**src/rtl/aps_cfg.svh**
```systemverilog
// Timing and field constants for the amplifier protection sequencer
`ifndef APS_CFG_SVH
`define APS_CFG_SVH

`define APS_CLK_HZ 32'h0098_9680
`define APS_MS_PER_S 32'h0000_03E8
`define APS_TMR_W 8
`define APS_OC_FAULT_INDICATOR_N_MS 8'h32
`define APS_OC_MUTE_MS 8'h64
`define APS_OC_RESUME_MS 8'h96
`define APS_RETRY_MS 8'h64
`define APS_STARTUP_MS 8'h96
`define APS_GAIN_STEP_MS 8'h0A
`define APS_GAIN_W 4
`define APS_GAIN_FULL 4'hF
`define APS_GAIN_ZERO 4'h0
`define APS_GAIN_FLOOR 4'h1

`endif

```
**src/rtl/aps_pkg.sv**
```systemverilog
// Types shared by the amplifier protection sequencer
package aps_pkg;

	typedef enum logic [1:0]
	{
		APS_MODE_STANDBY = 2'h0,
		APS_MODE_MUTE = 2'h1,
		APS_MODE_OPERATE = 2'h2,
		APS_MODE_SPARE = 2'h3
	} aps_mode_t;

	typedef enum logic [5:0]
	{
		APS_ST_STANDBY = 6'h01,
		APS_ST_WINDOW = 6'h02,
		APS_ST_RUN = 6'h04,
		APS_ST_OC_OFF = 6'h08,
		APS_ST_HOLD_OFF = 6'h10,
		APS_ST_RETRY_WAIT = 6'h20
	} aps_state_t;

endpackage : aps_pkg

```
**src/rtl/aps_timer.sv**
```systemverilog
// Saturating millisecond counter with synchronous clear
`timescale 1ns/10ps
module aps_timer #(
	parameter int W = 8
) (
	input wire logic clock,
	input wire logic rstn,
	input wire logic clear,
	input wire logic tick,
	output logic [W-1:0] count_q
);
	logic [W-1:0] count_d;
	wire at_max = &count_q;

	assign count_d = clear ? '0 : ((tick && !at_max) ? count_q + 1'b1 : count_q);

	always_ff @(posedge clock or negedge rstn)
	begin
		if (!rstn)
			count_q <= '0;
		else
			count_q <= count_d;
	end
endmodule : aps_timer

```
**src/rtl/aps_top.sv**
```systemverilog
// Protection and restart sequencer for a two-channel switching amplifier
`timescale 1ns/10ps
`include "aps_cfg.svh"
module aps_top #(
	parameter int MS_CYCLES = `APS_CLK_HZ / `APS_MS_PER_S,
	parameter logic [7:0] OC_FAULT_INDICATOR_N_MS = `APS_OC_FAULT_INDICATOR_N_MS,
	parameter logic [7:0] OC_MUTE_MS = `APS_OC_MUTE_MS,
	parameter logic [7:0] OC_RESUME_MS = `APS_OC_RESUME_MS,
	parameter logic [7:0] RETRY_MS = `APS_RETRY_MS,
	parameter logic [7:0] STARTUP_MS = `APS_STARTUP_MS,
	parameter logic [7:0] GAIN_STEP_MS = `APS_GAIN_STEP_MS
) (
	input wire logic clock,
	input wire logic rstn,
	input wire aps_pkg::aps_mode_t mode_sel,
	input wire logic temp_above_145,
	input wire logic temp_at_155,
	input wire logic temp_above_160,
	input wire logic current_limit_active,
	input wire logic limit_timeout,
	input wire logic window_fault,
	input wire logic supply_low_guard,
	input wire logic supply_high_guard,
	input wire logic supply_imbalance_guard,
	output logic power_stage_en,
	output logic mute,
	output logic [`APS_GAIN_W-1:0] gain_level,
	output logic thermal_gain_reduction,
	output logic over_current_guard,
	output logic fault_indicator_n
);
	import aps_pkg::*;

	localparam int NSYNC = 11;
	localparam logic [15:0] MS_LAST = 16'(MS_CYCLES - 1);

	// All flags come from analog comparators, so each passes two flops first
	logic [NSYNC-1:0] sync_a_q;
	logic [NSYNC-1:0] sync_b_q;
	wire [NSYNC-1:0] raw_in = {mode_sel, temp_above_145, temp_at_155, temp_above_160, current_limit_active,
		limit_timeout, window_fault, supply_low_guard, supply_high_guard, supply_imbalance_guard};

	always_ff @(posedge clock or negedge rstn)
	begin
		if (!rstn)
		begin
			sync_a_q <= '0;
			sync_b_q <= '0;
		end
		else
		begin
			sync_a_q <= raw_in;
			sync_b_q <= sync_a_q;
		end
	end

	wire [1:0] mode_s = sync_b_q[10:9];
	wire t145_s = sync_b_q[8];
	wire t155_s = sync_b_q[7];
	wire t160_s = sync_b_q[6];
	wire cur_s = sync_b_q[5];
	wire tmo_s = sync_b_q[4];
	wire win_s = sync_b_q[3];
	wire low_s = sync_b_q[2];
	wire high_s = sync_b_q[1];
	wire unb_s = sync_b_q[0];

	// Spare code falls back to standby so a broken mode network keeps the stage off
	wire mode_sb = (mode_s == APS_MODE_STANDBY) || (mode_s == APS_MODE_SPARE);
	wire mode_op = (mode_s == APS_MODE_OPERATE);
	wire hard_off = t160_s || high_s;
	wire soft_off = low_s || unb_s;

	logic [15:0] presc_q;
	wire ms_tick = (presc_q == MS_LAST);

	always_ff @(posedge clock or negedge rstn)
	begin
		if (!rstn)
			presc_q <= '0;
		else
			presc_q <= ms_tick ? '0 : presc_q + 16'h0001;
	end

	aps_state_t state_q;
	aps_state_t state_d;
	logic [7:0] st_count;
	logic [7:0] gain_count;
	logic [`APS_GAIN_W-1:0] gain_q;
	logic [`APS_GAIN_W-1:0] gain_d;
	logic op_ready_q;
	logic op_ready_d;

	wire in_run = (state_q == APS_ST_RUN);
	wire in_oc = (state_q == APS_ST_OC_OFF);
	wire in_retry = (state_q == APS_ST_RETRY_WAIT);
	// Supply short found at restart freezes the restart timer at the mute point
	wire oc_block = in_oc && (st_count >= OC_MUTE_MS) && win_s;
	wire st_clear = (state_d != state_q) || (in_retry && soft_off);
	wire st_tick = ms_tick && !oc_block;

	aps_timer #(.W(`APS_TMR_W)) u_st_timer (
		.clock(clock),
		.rstn(rstn),
		.clear(st_clear),
		.tick(st_tick),
		.count_q(st_count)
	);

	always_comb
	begin
		state_d = state_q;
		case (state_q)
			APS_ST_STANDBY: if (!mode_sb) state_d = APS_ST_WINDOW;
			APS_ST_WINDOW: if (!win_s && !hard_off) state_d = APS_ST_RUN;
			APS_ST_RUN: if (tmo_s) state_d = APS_ST_OC_OFF;
			APS_ST_OC_OFF: if (st_count >= OC_RESUME_MS) state_d = APS_ST_RUN;
			APS_ST_HOLD_OFF: if (!hard_off) state_d = APS_ST_RUN;
			// A supply retry is a fresh start-up, so it passes the window check again
			APS_ST_RETRY_WAIT: if (st_count >= RETRY_MS) state_d = APS_ST_WINDOW;
			default: state_d = APS_ST_STANDBY;
		endcase
		if (state_q != APS_ST_STANDBY)
		begin
			if (soft_off)
				state_d = APS_ST_RETRY_WAIT;
			// Window check stage is already off; leaving it would skip the check on restart
			if (hard_off && state_q != APS_ST_WINDOW)
				state_d = APS_ST_HOLD_OFF;
			if (mode_sb)
				state_d = APS_ST_STANDBY;
		end
	end

	// Hold-off restarts keep the ready flag and overcurrent resumes set it; fresh start-ups must sit muted first
	assign op_ready_d = (state_q == APS_ST_STANDBY || state_q == APS_ST_WINDOW || in_retry) ? 1'b0 :
		((in_run && st_count >= STARTUP_MS) || (in_oc && state_d == APS_ST_RUN)) ? 1'b1 : op_ready_q;

	wire gain_step = (gain_count >= GAIN_STEP_MS);

	aps_timer #(.W(`APS_TMR_W)) u_gain_timer (
		.clock(clock),
		.rstn(rstn),
		.clear(gain_step),
		.tick(ms_tick),
		.count_q(gain_count)
	);

	assign gain_d = t155_s ? `APS_GAIN_ZERO :
		(gain_step && t145_s && gain_q > `APS_GAIN_FLOOR) ? gain_q - 4'h1 :
		(gain_step && !t145_s && gain_q < `APS_GAIN_FULL) ? gain_q + 4'h1 : gain_q;

	wire stage_d = in_run || (in_oc && st_count >= OC_MUTE_MS && !win_s);
	// Stage stays enabled while muted, giving idle switching with no audio
	wire mute_d = !(in_run && op_ready_q && mode_op && gain_q != `APS_GAIN_ZERO);
	// A supply short holds the indicator low throughout, so the host sees no toggling
	wire fault_d = !((in_oc && (st_count < OC_FAULT_INDICATOR_N_MS || win_s)) || (state_q == APS_ST_WINDOW && win_s)
		|| (in_run && cur_s));
	wire cap_d = in_run && cur_s;

	always_ff @(posedge clock or negedge rstn)
	begin
		if (!rstn)
		begin
			state_q <= APS_ST_STANDBY;
			op_ready_q <= 1'b0;
			gain_q <= `APS_GAIN_FULL;
			power_stage_en <= 1'b0;
			mute <= 1'b1;
			thermal_gain_reduction <= 1'b0;
			over_current_guard <= 1'b0;
			fault_indicator_n <= 1'b1;
		end
		else
		begin
			state_q <= state_d;
			op_ready_q <= op_ready_d;
			gain_q <= gain_d;
			power_stage_en <= stage_d;
			mute <= mute_d;
			thermal_gain_reduction <= t145_s;
			over_current_guard <= cap_d;
			fault_indicator_n <= fault_d;
		end
	end

	assign gain_level = gain_q;
endmodule : aps_top

```
**config.mk**
```make
export PLATFORM = sky130hd
export DESIGN_NAME = aps_top
export DESIGN_NICKNAME = d
export VERILOG_FILES = /design/src/rtl/aps_pkg.sv /design/src/rtl/aps_timer.sv /design/src/rtl/aps_top.sv
export VERILOG_INCLUDE_DIRS = /design/src /design/src/rtl
export SDC_FILE = /design/constraint.sdc
export NUM_CORES = 1
export LEC_CHECK = 0
export ABC_AREA = 1
export BUFFER_PORTS_ARGS = -buffer_cell sky130_fd_sc_hd__buf_2
export CORE_ASPECT_RATIO = 1.4
export CORE_UTILIZATION = 35
export CTS_CLUSTER_DIAMETER = 200
export DETAILED_ROUTE_END_ITERATION = 10
export PLACE_DENSITY_LB_ADDON = 0.08
export SYNTH_ARGS = -nofsm -noshare
export SYNTH_HDL_FRONTEND = slang
export SYNTH_SLANG_ARGS = --single-unit
export TNS_END_PERCENT = 20
```
**constraint.sdc**
```tcl
create_clock -name clock -period 2.6 [get_ports clock]
set_input_delay 0.26 -clock clock [delete_from_list [all_inputs] [get_ports clock]]
set_output_delay 0.26 -clock clock [all_outputs]
set_load 0.02 [all_outputs]
```
After elaboration in Yosys (flattened, before gate mapping)
Cells that the tools add are included.
{"block": "totals", "ff_bits": 70, "in_bits": 13, "output_inout_bits": 9}
{"block": "op_classes", "n_eq_ne": 13, "n_reduce_logical": 48, "n_addsub": 5, "muxes": 21, "order_cmp": 6}
{"operator": "$mux W6", "n": 10}
{"operator": "$pmux W6 S6", "n": 1}
{"operator": "$mux W8", "n": 4}
{"operator": "$logic_and A1 B1 Y1", "n": 21}
{"operator": "$add A16 B1 Y16 const B", "n": 1}
{"operator": "$add A8 B1 Y8 const B", "n": 2}
{"operator": "$eq A16 B14 Y1 const B", "n": 1}
{"operator": "$mux W16", "n": 1}
{"operator": "$reduce_and A8 Y1", "n": 2}
{"operator": "$eq A6 B3 Y1 const B", "n": 2}
{"operator": "$mux W4", "n": 3}
{"operator": "$logic_or A1 B1 Y1", "n": 11}
{"operator": "$ge A8 B4 Y1 const B", "n": 1}
{"operator": "$ge A8 B7 Y1 const B", "n": 1}
{"operator": "$ge A8 B8 Y1 const B", "n": 1}
{"operator": "$logic_not A1 Y1", "n": 8}
{"operator": "$lt A8 B6 Y1 const B", "n": 1}
{"operator": "$eq A6 B1 Y1 const B", "n": 1}
{"operator": "$eq A6 B2 Y1 const B", "n": 1}
{"operator": "$eq A6 B4 Y1 const B", "n": 1}
{"operator": "$eq A6 B5 Y1 const B", "n": 1}
{"operator": "$eq A6 B6 Y1 const B", "n": 1}
{"operator": "$ne A6 B1 Y1 const B", "n": 1}
{"operator": "$ne A6 B2 Y1 const B", "n": 1}
{"operator": "11 further kinds", "n": 15}

Logic depth before layout (Yosys ltp)
{"block": "depth", "depth_word": 14, "ltp_mapped": 14, "ltp_nobuf": 14}

Cells and area by module
Synthesis repeated with hierarchy kept, for this count alone.
{"block": "hier_totals", "hier_cells": 455, "hier_area_um2": 3711.1}
{"mod": "aps_top", "area_each_um2": 2692.6, "cells_per_inst": 311, "n_inst": 1}
{"mod": "aps_timer", "area_each_um2": 509.2, "cells_per_inst": 72, "n_inst": 2}

Worst setup path after synthesis
OpenSTA, ideal clock, no wires.
{"block": "synth_path", "path_type": "register -> register", "start": "register state_q[0]", "end": "register u_st_timer.count_q[0]", "setup_time_ps": 73, "path_slack_ps": 763, "t_arrival_ps": 1764, "n_path_buf": 0, "stages_incl_launch_ff": 13, "cell_sequence": "dfstp_2 -> inv_1 -> nor2_1 -> nand3_4 -> nand2_1 -> nand3_2 -> nor2_4 -> nand2_2 -> nand2_1 -> nand3_1 -> nor2_1 -> nand3_2 -> nor2_1"}
{"block": "synth_via", "elab_chain_cells": 9, "word_cells_on_any_way": 30, "cone_classes": "eq/ne: 9; mux: 12; reduce/logical: 9"}
{"element": "start, declared", "line": "aps_top.sv:85", "source": "aps_state_t state_q;"}
{"element": "start signal, assigned", "line": "aps_top.sv:176", "source": "state_q <= state_d;"}
{"element": "$eq A6 B6 Y1, or another cell as far along", "line": "aps_top.sv:96, aps_top.sv:113"}
{"element": "$pmux W6 S6", "line": "aps_top.sv:113", "source": "case (state_q)"}
{"element": "$mux W6", "line": "aps_top.sv:125", "source": "if (soft_off)"}
{"element": "$mux W6", "line": "aps_top.sv:128", "source": "if (hard_off && state_q != APS_ST_WINDOW)"}
{"element": "$mux W6", "line": "aps_top.sv:130", "source": "if (mode_sb)"}
{"element": "$mux W6", "line": "aps_top.sv:123", "source": "if (state_q != APS_ST_STANDBY)"}
{"element": "$ne A6 B6 Y1", "line": "aps_top.sv:99", "source": "wire st_clear = (state_d != state_q) || (in_retry && soft_off);"}
{"element": "$logic_or A1 B1 Y1", "line": "aps_top.sv:99"}
{"element": "$mux W8 / $reduce_bool A2 Y1 (equally long branches)"}
{"element": "end signal, assigned", "line": "aps_timer.sv:22", "source": "count_q <= count_d;"}
{"element": "end, declared", "line": "aps_timer.sv:10", "source": "output logic [W-1:0] count_q"}
Parallel ways exist; a longest one is shown, timed or not.
A chain may end at the register's enable or synchronous reset.

Worst setup path in the final report
{"block": "layout_path", "start": "register presc_q[0]", "end": "register u_gain_timer.count_q[2]"}
{"block": "layout_via", "elab_chain_cells": 3}
{"element": "start, declared", "line": "aps_top.sv:74", "source": "logic [15:0] presc_q;"}
{"element": "start signal, assigned", "line": "aps_top.sv:82", "source": "presc_q <= ms_tick ? '0 : presc_q + 16'h0001;"}
{"element": "$eq A16 B14 Y1", "line": "aps_top.sv:75", "source": "wire ms_tick = (presc_q == MS_LAST);"}
{"element": "$logic_and A1 B1 Y1", "line": "aps_timer.sv:15", "source": "assign count_d = clear ? '0 : ((tick && !at_max) ? count_q + 1'b1 : count_q);"}
{"element": "$reduce_bool A2 Y1 (no source line)"}
{"element": "end signal, assigned", "line": "aps_timer.sv:22"}
{"element": "end, declared", "line": "aps_timer.sv:10"}
Every way passes these cells.

==> impl_metrics.tcl <==
set metrics [dict create \
    drtPass1Iterations 4 \
    power.density_nw_per_um2 759 \
    cts_root_buf "clkbuf_16" \
    synth_edf_count 0 \
    hold_path_startpoint "mode_sel[1]" \
    grt_max_degree 28 \
    wirelength_mm 7.31 \
    first_iter_violations 119 \
    tightest_slew_ns 0.605 \
    antenna_left 0 \
    yosys_register_bits 70 \
    cap_viol_max_count 0 \
    post-route-period-util 0.836 \
    r2r-end "u_gain_timer.count_q[2]" \
    p_clk_frac 0.377 \
    seq_power_share 0.407 \
    place_congestion 0.862 \
    dp.cells 535 \
    setup_viol 0 \
    fin_hold_ws_ns 0.0271 \
    final_cells 552 \
    cellInternalPower_mw 2.02 \
    crit_family "simple AND/OR/NAND/NOR gates" \
    port_buffers 21 \
    clk_pin_slew_ns 0.06 \
    reg2reg_depth 11 \
    worstPathCellList "ha_1, nand2_1, inv_1, nand2_1, inv_1, nand2_1, nor3_2, o21ai_0, nand2_1, a21oi_1, nor3_1" \
    vdd_ir_drop_max_uv 383 \
    clockBufferDepth 2 \
    p_comb_frac 0.216 \
    synth.distinct_cells 35 \
    crit_type "reg2reg" \
    hold_path_end "sync_a_q[10]" \
    ys_warn_count 0 \
    avgSynthCellArea_um2 8.55 \
    rsz0062_at_grt "no" \
    area_growth_syn_to_layout_pct 16.5 \
    nNetsFinal 460 \
    tns_ns 0 \
    hold_path_class "in2reg" \
    p_switching_mw 1.00 \
    antenna_found_initial 0 \
    reg2reg_from "presc_q[0]" \
    hold_path_depth 1 \
    grtUsageTotal 0.162 \
    place_hpwl_mm 5.41 \
    slew_headroom 0.595 \
    clock_latency_ns 0.34 \
    clkSinkCount 70 \
    crit_arrival_ns 2.42 \
    cp_max_fo 9 \
    pin_count 22 \
    r2r_slack_ns 0.43 \
    dieWidth_um 85.4 \
    crit_slowest_cell "nor3_2" \
    coreArea_um2 9460 \
    cts_tree "built" \
    netlist_instances 399 \
    num_vias 2715 \
    die_area_um2 10100 \
    fin_skew_ns 0.00989 \
    post-route-min-period_ns 2.17 \
    start_kind "flop" \
    async_reset_ff_frac 1.00 \
    post-cts-setup-buffers 0 \
    crit_top_cell "nand2_1" \
    yosys_most_used_dff "dfrtp_1" \
    grt_pass1_vias 2673 \
    path_buf_inv 2 \
    overflow 0 \
    drive_above_1_share 0.145 \
    seq_area_frac_synth 0.516 \
    max_freq_mhz 460 \
    p_sw_frac 0.332 \
    slowest_delay_ns 0.48 \
    n_antenna_cell 0 \
    die_y_um 119 \
    cts_made_buffers 9 \
    end_kind "flop" \
    finalHoldViolCount 0 \
    htreeDepth 3 \
    fp-row-count 42 \
    status "finished, final reports clean" \
    initial_core_util 0.361 \
    grt_pass1_wl_mm 12.5 \
    drcViolationCount 0 \
    wl_per_cell_um 13.2 \
    required_ns 2.85 \
    netlist_area_um2 3410 \
    power.leakage_nw 1.94 \
    drv_slew 0 \
    via_per_inst 4.92 \
]
==> worst max-delay path by stage <==
stage / start / to / slack (ns) / cells past startpoint
CTS: presc_q[0] / u_gain_timer.count_q[2] / 0.37 / 11
detailed placement: presc_q[0] / u_gain_timer.count_q[2] / 0.37 / 11
global placement: presc_q[0] / u_gain_timer.count_q[2] / 0.38 / 11
floorplan: state_q[0] / u_st_timer.count_q[0] / 0.76 / 12
finish: presc_q[0] / u_gain_timer.count_q[2] / 0.43 / 11
global route: presc_q[0] / u_gain_timer.count_q[2] / 0.15 / 11
==> placed cells by master (no fill, tap or decap), types with 2 or more instances in the layout <==
| cell type | instances |
|---|---|
| conb_1 | 4 |
| clkbuf_16 | 9 |
| buf_4 | 4 |
| nand3_1 | 33 |
| dfrtp_1 | 63 |
| nor2_4 | 3 |
| nor3b_1 | 2 |
| nand4_1 | 19 |
| nand3_2 | 6 |
| buf_2 | 21 |
| a31oi_1 | 2 |
| xor2_1 | 9 |
| o21ai_0 | 16 |
| dfstp_2 | 7 |
| ha_1 | 10 |
| nand2_1 | 76 |
| nor3_2 | 2 |
| clkinvlp_4 | 4 |
| nor2_2 | 3 |
| nor2_1 | 57 |
| a21oi_1 | 7 |
| inv_1 | 61 |
| nor3_1 | 5 |
==> cell families after synthesis <==
family	synth area share
AOI/OAI and AO/OA	0.0609
xor gates and xnor gates	0.0231
adders and majority gates	0.0367
buffers and inverters	0.0693
DFF	0.516
other	0.00110
and+or+nand+nor	0.293
==> power by group through the flow <==
stage | sequential [mW] | combinational (mW) | clock, mW
after floorplan | 1.26 | 0.440 | 0
after global placement | 1.24 | 0.650 | 0
after detailed placement | 1.25 | 0.646 | 0
after CTS | 1.23 | 0.649 | 1.17
after global routing | 1.24 | 0.732 | 1.23
final | 1.23 | 0.650 | 1.14
==> cells in the mapped netlist (2+ instances only) <==
library cell	n	share of area
a21oi_1	7	0.010
a31oi_1	2	0.0037
clkbuf_1	2	0.0022
dfrtp_1	63	0.46
dfstp_2	7	0.054
ha_1	10	0.037
inv_1	61	0.067
nand2_1	76	0.084
nand3_1	33	0.048
nand3_2	6	0.018
nand4_1	19	0.035
nor2_1	57	0.063
nor2_2	3	0.0055
nor2_4	3	0.0099
nor3_1	5	0.0073
nor3_2	2	0.0059
nor3b_1	2	0.0044
o21ai_0	16	0.023
xor2_1	9	0.023
==> stage by stage <==
| stage | area [um2] | power (mW) | utilization | setup slack (ns) |
|---|---|---|---|---|
| final | 3970 | 3.02 | 0.420 | 0.428 |
| after global placement | 3690 | 1.89 | 0.390 | 0.376 |
| after detailed placement | 3690 | 1.89 | 0.390 | 0.367 |
| after CTS | 3970 | 3.05 | 0.420 | 0.370 |
| after global routing | 3970 | 3.19 | 0.420 | 0.154 |
| after floorplan | 3420 | 1.70 | - | 0.763 |
==> metal layers <==
metal / wire length [um] / GRT usage / vias to the layer above / part of all wire
li1: - / - / 1365 / -
met1: 3120 / 0.193 / 1277 / 0.43
met2: 3780 / 0.261 / 59 / 0.52
met3: 223 / 0.0496 / 14 / 0.030
met4: 197 / 0.0823 / 0 / 0.027
met5: 0 / 0 / - / 0
==> cell type report <==
type | instances | area [um2]
Fill cell | 988 | 5490
Tap cell | 110 | 138
Timing Repair Buffer | 26 | 145
Sequential cell | 70 | 1760
Multi-Input combinational cell | 269 | 1430
Clock inverter | 6 | 47.5
Clock buffer | 10 | 229
Inverter | 61 | 229
==> state kept, by name, indices dropped and copies added (netlist names), 4 cells and up <==
register / flops
presc_q: 16
gain_level: 4
u_gain_timer.count_q: 8
sync_b_q: 11
state_q: 6
u_st_timer.count_q: 8
sync_a_q: 11
==> repair_timing <==
action,4_1_cts,5_1_grt
hold buffers,1,0
endpoints found under the hold margin,20,0
resized for setup,0,0
(Power assumes the default switching activity.)
